[src/dpot_pkg.sv]
// package for the digital potentiometer serial command block
// assumes one 25 MHz system clock; serial pins are sampled, not used as clocks
// Contract
// - frame opens on select fall with type code, zero, two select bits, direction
// - wiper read: 1000_0000, device returns six don't-cares, then ten wiper bits
// - wiper write: 1010_0000, host sends ten bits, loaded into wiper register
// - stored read: 1010 sel 00, device returns selected stored value right-justified
// - stored write: 1100 sel 00 plus ten bits; select rise starts write cycle
// - direction 1, 1100 sel 00 two-byte frame copies stored value into wiper
// - direction 0, 1110 sel 00 copies wiper into stored; select rise starts write
// - status read: 0100_0001, one don't-care byte, then seven zeros and busy flag
// - carried ten-bit value is the wiper register, bit 9 most significant
// - frame executes only when select bits match address pins
// - two register-select bits pick one of four stored registers
// - busy flag reads one during a nonvolatile write cycle, else zero
package dpot_pkg;

  localparam int         SYS_CLK_HZ      = 25_000_000;
  // nonvolatile write time in microseconds
  localparam int         WRITE_TIME_US   = 10_000;
  localparam int         WRITE_CYCLES    = WRITE_TIME_US * (SYS_CLK_HZ / 1_000_000);

  // identification byte fields; type code is arbitrary
  localparam logic [3:0] DEV_TYPE_CODE   = 4'ha;
  localparam int         ID_TYPE_POS     = 4;
  localparam int         ID_ZERO_POS     = 3;
  localparam int         ID_SEL_POS      = 1;
  localparam int         ID_DIR_POS      = 0;

  // instruction byte layout: opcode in [7:4], register select in [3:2]
  localparam int         INS_OP_POS      = 4;
  localparam int         INS_SEL_POS     = 2;
  localparam logic [7:0] INS_RD_WIPER    = 8'h80;
  localparam logic [7:0] INS_WR_WIPER    = 8'ha0;
  localparam logic [7:0] INS_STATUS      = 8'h41;
  localparam logic [3:0] OP_STORED_RD    = 4'ha;
  localparam logic [3:0] OP_STORED_WR    = 4'hc;
  localparam logic [3:0] OP_COPY_TO_STOR = 4'he;

  localparam int         POS_W           = 10;
  localparam logic [9:0] POS_RESET       = 10'h000;
  localparam int         SHORT_BITS      = 16;
  localparam int         LONG_BITS       = 32;

  typedef enum logic [3:0] {
    DPOT_CMD_NONE   = 4'h1,
    DPOT_CMD_WIPER  = 4'h2,
    DPOT_CMD_STORED = 4'h4,
    DPOT_CMD_COPY   = 4'h8
  } dpot_cmd_t;

  // serial pins after synchronisation
  typedef struct packed {
    logic csN;
    logic sck;
    logic sdi;
  } dpot_pins_t;

endpackage : dpot_pkg

[src/dpot_spi_frames.sv]
// serial command framing for one wiper and four stored positions
// assumes mode 0: host changes data on falling clock, device samples on rising
`timescale 1ns/100ps
module dpot_spi_frames
  import dpot_pkg::*;
(
  // system
  input  wire logic        clk,
  input  wire logic        nrst,
  // serial pins
  input  wire logic        csN,
  input  wire logic        sck,
  input  wire logic        sdi,
  output logic             sdo,
  output logic             sdoEn,
  // device address straps
  input  wire logic        dev_select_hi,
  input  wire logic        dev_select_lo,
  // state seen by the analog array
  output logic [POS_W-1:0] wiper_position_register,
  output logic             writeBusy
);

  dpot_pins_t s1, s2, s3;
  always_ff @(posedge clk) begin
    if (!nrst) begin
      s1 <= '{csN: 1'b1, sck: 1'b0, sdi: 1'b0};
      s2 <= '{csN: 1'b1, sck: 1'b0, sdi: 1'b0};
      s3 <= '{csN: 1'b1, sck: 1'b0, sdi: 1'b0};
    end else begin
      s1 <= '{csN: csN, sck: sck, sdi: sdi};
      s2 <= s1;
      s3 <= s2;
    end
  end

  // a change counts once second and third stages agree
  logic csLvl, sckLvl;
  always_ff @(posedge clk) begin
    if (!nrst) begin
      csLvl  <= 1'b1;
      sckLvl <= 1'b0;
    end else begin
      if (s2.csN == s3.csN) csLvl <= s3.csN;
      if (s2.sck == s3.sck) sckLvl <= s3.sck;
    end
  end
  wire csFall  = csLvl && !s3.csN && !s2.csN;
  wire csRise  = !csLvl && s3.csN && s2.csN;
  wire sckRise = !csLvl && !sckLvl && s3.sck && s2.sck;
  wire sckFall = !csLvl && sckLvl && !s3.sck && !s2.sck;

  logic [5:0]       bitCnt;
  logic [31:0]      shiftIn;
  logic [15:0]      shiftOut;
  logic [POS_W-1:0] stored_position_register [4];
  logic [31:0]      busyCnt;

  wire [5:0]  next_bitCnt  = (bitCnt == 6'h3f) ? bitCnt : bitCnt + 6'h01;
  wire [31:0] next_shiftIn = {shiftIn[30:0], s3.sdi};

  // id byte is the top of the first 16 received bits
  wire [7:0] idByte  = shiftIn[15:8];
  wire [7:0] insByte = shiftIn[7:0];
  wire [7:0] fIdByte = shiftIn[31:24];
  wire [7:0] fInsByte = shiftIn[23:16];
  wire [POS_W-1:0] rxData = shiftIn[POS_W-1:0];

  function automatic logic idOk(input logic [7:0] b, input logic hi, input logic lo);
    idOk = b[7:ID_TYPE_POS] == DEV_TYPE_CODE && !b[ID_ZERO_POS]
        && b[ID_SEL_POS+1] == hi && b[ID_SEL_POS] == lo;
  endfunction

  wire [1:0] selHdr  = insByte[INS_SEL_POS+1:INS_SEL_POS];
  wire [1:0] selFull = fInsByte[INS_SEL_POS+1:INS_SEL_POS];
  wire       hdrOk   = idOk(idByte, dev_select_hi, dev_select_lo);
  wire       fullOk  = idOk(fIdByte, dev_select_hi, dev_select_lo);
  wire       hdrRd   = idByte[ID_DIR_POS];
  wire       fullRd  = fIdByte[ID_DIR_POS];
  wire [1:0] lowHdr  = insByte[1:0];
  wire [1:0] lowFull = fInsByte[1:0];

  // opcode nibble and the two trailing zero bits of the instruction byte
  wire [3:0] opHdr    = insByte[7:INS_OP_POS];
  wire [3:0] opFull   = fInsByte[7:INS_OP_POS];
  wire       tailHdr  = lowHdr == 2'h0;
  wire       tailFull = lowFull == 2'h0;

  // header seen as a read or a write addressed to this device
  wire       hdrRead   = hdrOk && hdrRd;
  wire       hdrWrite  = hdrOk && !hdrRd;
  wire       fullWrite = fullOk && !fullRd;

  // read data chosen once the instruction byte is complete
  wire        isRdWiper  = hdrRead && insByte == INS_RD_WIPER;
  wire        isRdStored = hdrRead && opHdr == OP_STORED_RD && tailHdr;
  wire        isStatus   = hdrRead && insByte == INS_STATUS;

  // wiper register is the carried value
  wire [15:0] wiperWord  = {6'h00, wiper_position_register};
  wire [15:0] storedWord = {6'h00, stored_position_register[selHdr]};
  // don't-care byte, seven zeros, busy flag last
  wire [15:0] statusWord = {8'h00, 7'h00, writeBusy};

  // don't-care output bits go out as zero so the host sees a fixed pattern
  wire [15:0] rdWord     = isRdWiper  ? wiperWord
                         : isRdStored ? storedWord
                         : statusWord;
  wire        rdActive   = isRdWiper || isRdStored || isStatus;

  // completed frames, decided at select rise; exact bit count needed
  // a host that over-clocks a frame is refused as well, not truncated
  wire frame16 = bitCnt == 6'(SHORT_BITS);
  wire frame32 = bitCnt == 6'(LONG_BITS);

  wire doWrWiper  = frame32 && fullWrite && fInsByte == INS_WR_WIPER;
  wire doWrStored = frame32 && fullWrite && opFull == OP_STORED_WR && tailFull;
  wire doCopyIn   = frame16 && hdrRead && opHdr == OP_STORED_WR && tailHdr;
  wire doCopyOut  = frame16 && hdrWrite && opHdr == OP_COPY_TO_STOR && tailHdr;

  // at most one command per frame; anything unmatched leaves cmd at none
  dpot_cmd_t cmd;
  assign cmd = !csRise                ? DPOT_CMD_NONE
             : (doWrWiper || doCopyIn) ? DPOT_CMD_WIPER
             : doWrStored              ? DPOT_CMD_STORED
             : doCopyOut               ? DPOT_CMD_COPY
             : DPOT_CMD_NONE;

  always_ff @(posedge clk) begin
    if (!nrst) begin
      bitCnt  <= 6'h00;
      shiftIn <= 32'h0;
    end else if (csFall) begin
      bitCnt  <= 6'h00;
      shiftIn <= 32'h0;
    end else if (sckRise) begin
      bitCnt  <= next_bitCnt;
      shiftIn <= next_shiftIn;
    end
  end

  // output shifts on falling clock so the host samples on the next rise
  always_ff @(posedge clk) begin
    if (!nrst) begin
      shiftOut <= 16'h0;
      sdo      <= 1'b0;
      sdoEn    <= 1'b0;
    end else if (csLvl) begin
      sdo      <= 1'b0;
      sdoEn    <= 1'b0;
    end else if (sckFall && bitCnt == 6'(SHORT_BITS) && rdActive) begin
      sdo      <= rdWord[15];
      shiftOut <= {rdWord[14:0], 1'b0};
      sdoEn    <= 1'b1;
    end else if (sckFall && sdoEn) begin
      sdo      <= shiftOut[15];
      shiftOut <= {shiftOut[14:0], 1'b0};
      sdoEn    <= bitCnt < 6'(LONG_BITS);
    end
  end

  // no reset of the stored array: it stands for nonvolatile cells
  always_ff @(posedge clk) begin
    unique case (cmd)
      DPOT_CMD_STORED: stored_position_register[selFull] <= rxData;
      DPOT_CMD_COPY:   stored_position_register[selHdr]  <= wiper_position_register;
      DPOT_CMD_WIPER,
      DPOT_CMD_NONE:   ;
    endcase
  end

  // new wiper value: a copy from a stored cell or the received data
  wire [POS_W-1:0] next_wiper = doCopyIn ? stored_position_register[selHdr] : rxData;

  always_ff @(posedge clk) begin
    if (!nrst) begin
      wiper_position_register <= POS_RESET;
    end else if (cmd == DPOT_CMD_WIPER) begin
      wiper_position_register <= next_wiper;
    end
  end

  // busy for the write time after a stored write or copy out
  // a new write during a running cycle restarts the full write time
  wire        startWrite   = cmd == DPOT_CMD_STORED || cmd == DPOT_CMD_COPY;
  wire        busyRunning  = busyCnt != 32'h0;
  wire [31:0] next_busyCnt = busyCnt - 32'h1;
  wire        lastBusy     = busyCnt == 32'h1;

  always_ff @(posedge clk) begin
    if (!nrst) begin
      busyCnt   <= 32'h0;
      writeBusy <= 1'b0;
    end else if (startWrite) begin
      busyCnt   <= 32'(WRITE_CYCLES);
      writeBusy <= 1'b1;
    end else if (busyRunning) begin
      busyCnt   <= next_busyCnt;
      writeBusy <= !lastBusy;
    end
  end

  // limitation: the busy flag only reports timing; the stored cells
  // take their new value at once, there is no partial-write model

endmodule : dpot_spi_frames

[config.mk]
export PLATFORM = sky130hd
export DESIGN_NAME = dpot_spi_frames
export DESIGN_NICKNAME = d
export VERILOG_FILES = /design/src/dpot_pkg.sv /design/src/dpot_spi_frames.sv
export SDC_FILE = /design/constraint.sdc
export NUM_CORES = 1
export LEC_CHECK = 0
export BUFFER_PORTS_ARGS = -buffer_cell sky130_fd_sc_hd__buf_2
export CORE_MARGIN = 2
export CORE_UTILIZATION = 56
export DETAILED_ROUTE_END_ITERATION = 16
export PLACE_DENSITY = 0.77
export SLEW_MARGIN = 20
export SYNTH_ARGS = -nofsm -noshare
export SYNTH_HDL_FRONTEND = slang
export SYNTH_SLANG_ARGS = --single-unit
[constraint.sdc]
create_clock -name clk -period 2.55 [get_ports clk]
set_input_delay 0.3825 -clock clk [delete_from_list [all_inputs] [get_ports clk]]
set_output_delay 0.3825 -clock clk [all_outputs]
set_load 0.02 [all_outputs]
==> flow_metrics.env, run 1 <==
export IMPL_cts_hold_repair_buffers=0
export IMPL_dp_cells=899
export IMPL_syn_nets=728
export IMPL_worst_slew_margin_rel_pct=48.92
export IMPL_synth_simple_area_share_pct=23.16
export IMPL_async_sr_flop_fraction_pct=0
export IMPL_clock_skew_ns=0.01020
export IMPL_area_of_the_core_sq_um=12470
export IMPL_gp_routability_congestion=0.8312
export IMPL_timing_final_hold_violations=0
export IMPL_placement_io_buffers=19
export IMPL_hpwlAfterDp_microns=10990
export IMPL_first_pass_grt_wire_length_microns=26690
export IMPL_combinational_family_with_the_most_area_after_synthesis="simple AND/OR/NAND/NOR gates"
export IMPL_tightestPinTransition_ns=0.7651
export IMPL_route_detailed_wl_per_inst_microns=17.52
export IMPL_finalWorstPathRequiredPeriod_ns=2.470
export IMPL_final_period_utilization_pct=96.88
export IMPL_critical_path_start_end_classification="flop to flop"
export IMPL_finish_cell_count_without_fillers=937
export IMPL_grt_antenna_before_repair=0
export IMPL_crit_path_end_kind="flop"
export IMPL_initial_utilization_pct=56.82
export IMPL_design_final_nets=763
export IMPL_placement_rows=41
export IMPL_maximum_vdd_ir_drop_uv=646.1
export IMPL_wl_microns=16420
export IMPL_synthDominantCellAreaShare_pct=31.37
export IMPL_chipWidth_microns=116.5
export IMPL_clock_tree_htree_level_count=4
export IMPL_setup_tns_ns=0
export IMPL_track_usage_pct=25.35
export IMPL_drv_max_cap_violation_count=0
export IMPL_drive_gt1_share_pct=21.18
export IMPL_clk_pin_slew_worst_paths_ns=0.06
export IMPL_crit_path_dat_ns=2.61
export IMPL_fin_util_pct=66.09
export IMPL_unique_cell_type_count_in_the_yosys_netlist=72
export IMPL_muxShareOfSynthArea_pct=6.412
export IMPL_die_height_microns=116.5
export IMPL_cts_sink_count=151
export IMPL_report_final_setup_viol=0
export IMPL_rsz0062_at_grt="true"
export IMPL_result_of_the_run="complete, no violations"
export IMPL_max_clock_path_buffers=2
export IMPL_netlist_top_cells_area="dfxtp_1, edfxtp_1, nand2_1"
export IMPL_clock_fmax_ghz=0.4048
export IMPL_synth_seq_cells=151
export IMPL_num_antenna_cells=0
export IMPL_clkLatencyLatePin_ns=0.43
export IMPL_globalRouteOverflowTotal=0
export IMPL_synth_fa_ha_area_share_pct=0.7066
export IMPL_worst_endpoint_required_ns=2.69
export IMPL_drt_iter0_drc=355
export IMPL_grt_pass1_vias=5500
export IMPL_drcViolationCount=0
export IMPL_syn_area_sq_um=7083
export IMPL_detailedRoute_firstPassIterationCount=6
export IMPL_clockRootBuffer="clkbuf_16"
export IMPL_synth_sequential_area_ratio_pct=48.33
export IMPL_p_total_mw=7.849
export IMPL_timing_critical_path_fanout_max=5
export IMPL_synth_most_common_cell="dfxtp_1"
export IMPL_powerDensity_nw_per_um2=952.7
export IMPL_yosys_warnings=0
export IMPL_drt_vias_per_instance=6.100
export IMPL_synth_top_cells_by_count="dfxtp_1, nand2_1, a21oi_1"
export IMPL_synth_top_area_cell="dfxtp_1"
export IMPL_route_antenna_remaining_nets=0
export IMPL_tritoncts="done"
export IMPL_leakage_power_summed_over_all_cells_nw=2.849
export IMPL_pin_count_of_the_biggest_net_entering_global_routing=39
export IMPL_synth_ff_type="dfxtp_1"
export IMPL_synthesis_area_per_instance_sq_um=9.879
export IMPL_pins_over_their_slew_limit=0
export IMPL_areaGrowthSynthToFinish_pct=16.32
export IMPL_die_area_sq_um=13560
export IMPL_placed_cell_area_sq_um=7577
export IMPL_synth_xor_area_share_pct=1.607
export IMPL_share_of_the_synthesized_area_in_compound_gates_ao_oa_aoi_oai_pct=15.83
export IMPL_route_vias_total=5716
export IMPL_synth_edff_count=40
export IMPL_cp_start_kind="flop"
export IMPL_netlist_instances=717
export IMPL_min_path_type="primary input to flop"
export IMPL_cts_made_buffers=17
export IMPL_finish_instance_area_sq_um=8239
export IMPL_io_pins=20
per-layer routing:
metal  vias up  track usage, %  part of all wire [%]
met5         -               0                     0
li1       2757               -                     -
met3        37           7.058                   6.1
met2       164           41.28                    48
met4         0           10.87                   2.5
met1      2758           31.80                    43
what timing repair did:
action,4_1_cts,5_1_grt
buffers inserted,1,5
setup endpoints to repair,40,68
pin swaps,2,4
gates cloned,0,0
resized for setup,1,12
critical path, cell delays in order (launching register included):
cell     delay [ns]
dfxtp_2        0.32
inv_2          0.07
ha_4           0.12
nor3b_4        0.22
nand4_1        0.17
or4_4          0.55
or3_4          0.40
a21oi_4        0.19
buf_6          0.14
logic make-up (layout without fill, tap and decap cells):
kind of cell,after synthesis,after routing
buffers and inverters,63,111
muxes,40,40
xor gates and xnor gates,13,13
and+or+nand+nor,279,279
DFF,151,151
AOI/OAI and AO/OA,167,167
adders and majority gates,4,4
layout by cell type, fill, tap and decap left out, types with 8 or more instances in the layout:
master / n
inv_1: 13
xnor2_1: 8
buf_2: 19
edfxtp_1: 40
and2_1: 8
nand3_1: 15
a21oi_1: 50
buf_4: 36
nand2_1: 89
nor3_1: 19
nand4_1: 14
clkbuf_16: 17
or3_1: 14
or4_1: 19
a211oi_1: 20
o21ai_0: 26
mux2_2: 13
o21a_1: 8
dfxtp_1: 109
mux2i_1: 24
and3_1: 11
nor4_1: 12
nor2_1: 19
o31ai_1: 16
stage by stage:
step / hold slack [ns] / setup WS [ns]
2_1_floorplan: 0.3863 / 0.1078
3_3_place_gp: 0.4120 / 0.07904
4_1_cts: 0.1226 / 0.05565
3_5_place_dp: 0.4195 / -0.03248
6_report: 0.1366 / 0.07951
5_1_grt: 0.1602 / -0.01886
sequential cells by signal, summed over array words and instances, names as in the netlist, named ones only:
name and cells:
s1 3, sckLvl 1, bitCnt 6, busyCnt 32
shiftIn 32, sdoEn 1, shiftOut 15, csLvl 1
s3 2, wiper_position_register 10, writeBusy 1, next_shiftIn 1
s2 3, stored_position_register 40, sdo 1
cell type report:
class,instances,area [sq um]
timing repair buffer,63,508.0
multi-input combinational,503,3466
sequential,151,3426
clock buffer,17,425.4
tap,172,215.2
inverter,16,60.06
clock inverter,15,138.9
fill,960,4227
where the power goes:
group          leakage (nW)  internal, mW  switching (mW)  total, mW
Clock                 0.279          1.37            1.05       2.42
Sequential             1.21          2.64           0.240       2.88
Combinational          1.36          1.08            1.47       2.55
Total                  2.85          5.08            2.77       7.85
worst paths after layout:
| check | start | end | slack (ns) | cells past startpoint |
|---|---|---|---|---|
| setup reg to reg | bitCnt[1] | stored_position_register[2][2] | 0.08 | 8 |
| hold / removal | csN | s1[2] | 0.14 | 2 |
| hold reg to reg | s1[2] | s2[2] | 0.43 | 1 |
| setup / recovery | bitCnt[1] | stored_position_register[2][2] | 0.08 | 8 |
Note: power is estimated with default switching activity, not from simulation.
==> inputs of run 2 (changes only) <==
--- a/config.mk
+++ b/config.mk
@@ -5,11 +5,11 @@
 export SDC_FILE = /design/constraint.sdc
 export NUM_CORES = 1
 export LEC_CHECK = 0
-export BUFFER_PORTS_ARGS = -buffer_cell sky130_fd_sc_hd__buf_2
 export CORE_MARGIN = 2
-export CORE_UTILIZATION = 56
+export CORE_UTILIZATION = 57
 export DETAILED_ROUTE_END_ITERATION = 16
-export PLACE_DENSITY = 0.77
+export DONT_BUFFER_PORTS = 1
+export PLACE_DENSITY = 0.76
 export SLEW_MARGIN = 20
 export SYNTH_ARGS = -nofsm -noshare
 export SYNTH_HDL_FRONTEND = slang
==> run 2 against run 1 <==
Non-clock buffer count is 19 lower. Combinational power down 4%. Utilization increased by 0.83 points. Sequential power is essentially flat. Setup slack improved by 0.016 ns. Routed wire length is 3.2% higher. Clock power about the same. Via count rose by 1.1%. Cell area is 2.0% lower. Final cell count fell by 2.5%. Critical endpoint is now stored_position_register[1][3].
==> flow_metrics.env, run 2 (synthesized netlist as in run 1, its figures left out) <==
export IMPL_global_route_usage_met3_pct=6.642
export IMPL_layout_top_registers="stored_position_register: 40 flops, busyCnt: 32 flops, shiftIn: 32 flops"
export IMPL_drt_iter0_drc=562
export IMPL_grt_busiest_layer="met2"
export IMPL_crit_path_dat_ns=2.61
export IMPL_powerDensity_nw_per_um2=960.9
export IMPL_drive_gt1_share_pct=18.23
export IMPL_drv_max_cap_violation_count=0
export IMPL_design_final_nets=744
export IMPL_met2_usage_pct=41.01
export IMPL_placement_rows=40
export IMPL_areaGrowthSynthToFinish_pct=13.97
export IMPL_chipWidth_microns=115.5
export IMPL_die_height_microns=115.5
export IMPL_commonest_non_fill_non_tap_cells_in_the_layout="dfxtp_1, nand2_1, a21oi_1, edfxtp_1, buf_4"
export IMPL_final_setup_worst_slack_ns=0.09547
export IMPL_report_final_setup_viol=0
export IMPL_area_of_the_core_sq_um=12060
export IMPL_cp_start_kind="flop"
export IMPL_placement_io_buffers=0
export IMPL_track_usage_pct=26.51
export IMPL_pin_count_of_the_biggest_net_entering_global_routing=39
export IMPL_tritoncts="done"
export IMPL_leakage_power_summed_over_all_cells_nw=2.739
export IMPL_detailedRoute_firstPassIterationCount=6
export IMPL_cts_made_buffers=17
export IMPL_globalRouteOverflowTotal=0
export IMPL_first_pass_grt_wire_length_microns=27260
export IMPL_die_area_sq_um=13330
export IMPL_clock_skew_ns=0.007695
export IMPL_result_of_the_run="complete, no violations"
export IMPL_reg2regPathDepth=6
export IMPL_clock_fmax_ghz=0.4074
export IMPL_pins_over_their_slew_limit=0
export IMPL_p_total_mw=7.757
export IMPL_io_pins=20
export IMPL_wl_microns=16950
export IMPL_num_antenna_cells=0
export IMPL_route_detailed_wl_per_inst_microns=18.54
export IMPL_initial_utilization_pct=58.72
export IMPL_hpwlAfterDp_microns=11370
export IMPL_final_period_utilization_pct=96.26
export IMPL_grt_pass1_vias=5389
export IMPL_clk_pin_slew_worst_paths_ns=0.06
export IMPL_gp_routability_congestion=0.9004
export IMPL_cts_sink_count=151
export IMPL_route_vias_total=5779
export IMPL_worst_slew_margin_rel_pct=47.77
export IMPL_worstHoldPathCells=1
export IMPL_finalWorstPathRequiredPeriod_ns=2.455
export IMPL_placed_cell_area_sq_um=7442
export IMPL_timing_critical_path_fanout_max=5
export IMPL_pre_cts_ws_ns=-0.01229
export IMPL_drt_vias_per_instance=6.323
export IMPL_tightestPinTransition_ns=0.7834
export IMPL_clock_tree_htree_level_count=4
export IMPL_mostFrequentLayoutCell="dfxtp_1"
export IMPL_min_path_type="primary input to flop"
export IMPL_fin_util_pct=66.93
export IMPL_route_antenna_remaining_nets=0
export IMPL_crit_path_end_kind="flop"
export IMPL_maximum_vdd_ir_drop_uv=612.4
export IMPL_critical_path_start_end_classification="flop to flop"
export IMPL_grt_antenna_before_repair=0
export IMPL_worst_endpoint_required_ns=2.70
export IMPL_clkLatencyLatePin_ns=0.43
export IMPL_drcViolationCount=0
export IMPL_largest_reg_flops=40
export IMPL_finish_instance_area_sq_um=8073
export IMPL_clockRootBuffer="clkbuf_16"
export IMPL_grt_util_met1_pct=34.63
export IMPL_max_clock_path_buffers=2
export IMPL_timing_final_hold_violations=0
export IMPL_register_with_the_most_flip_flops="stored_position_register"
export IMPL_hold_worst_slack_ns=0.02315
run 2: critical path: stages, from the launching register on:
cell     delay [ns]
dfxtp_1        0.42
nor4b_1        0.36
nand2_1        0.10
or4_4          0.54
or3_4          0.36
a21oi_2        0.23
buf_6          0.16
run 2: final timing paths:
| check | from | slack (ns) | end |
|---|---|---|---|
| max | bitCnt[5] | 0.1 | stored_position_register[1][3] |
| min | nrst | 0.02 | s1[2] |
| max reg2reg | bitCnt[5] | 0.1 | stored_position_register[1][3] |
| min reg2reg | s1[2] | 0.41 | s2[2] |
run 2: stage by stage:
| stage | setup TNS, ns | instances |
|---|---|---|
| finish | 0 | 914 |
| global route | -0.03950 | 914 |
| CTS | 0 | 911 |
| detailed placement | -0.08077 | 878 |
| global placement | 0 | 878 |
| floorplan | 0 | 717 |
run 2: timing repair:
item                                    4_1_cts  5_1_grt
pin swaps                                     1        4
gates resized for setup                       1        3
endpoints found under the setup margin       10       64
setup buffers                                 1        3
hold buffers                                  0        0
gates cloned                                  0        0
run 2: cell type report:
| cell class | count | area, sq um |
|---|---|---|
| clock inverter | 15 | 143.9 |
| sequential | 151 | 3423 |
| inverter | 16 | 60.06 |
| multi-input combinational | 503 | 3435 |
| tap | 168 | 210.2 |
| fill | 928 | 3989 |
| timing repair buffer | 44 | 375.4 |
| clock buffer | 17 | 425.4 |
run 2: layer usage:
layer	up-vias	wire length, microns
li1	2730	-
met1	2766	7156
met2	231	7986
met3	52	1220
met4	0	582
met5	-	0
run 2: report_power, final:
group	switching (mW)	internal [mW]	leakage, nW
sequential	0.251	2.64	1.21
clock	1.05	1.36	0.270
combinational	1.45	1.00	1.26
total	2.75	5.00	2.74
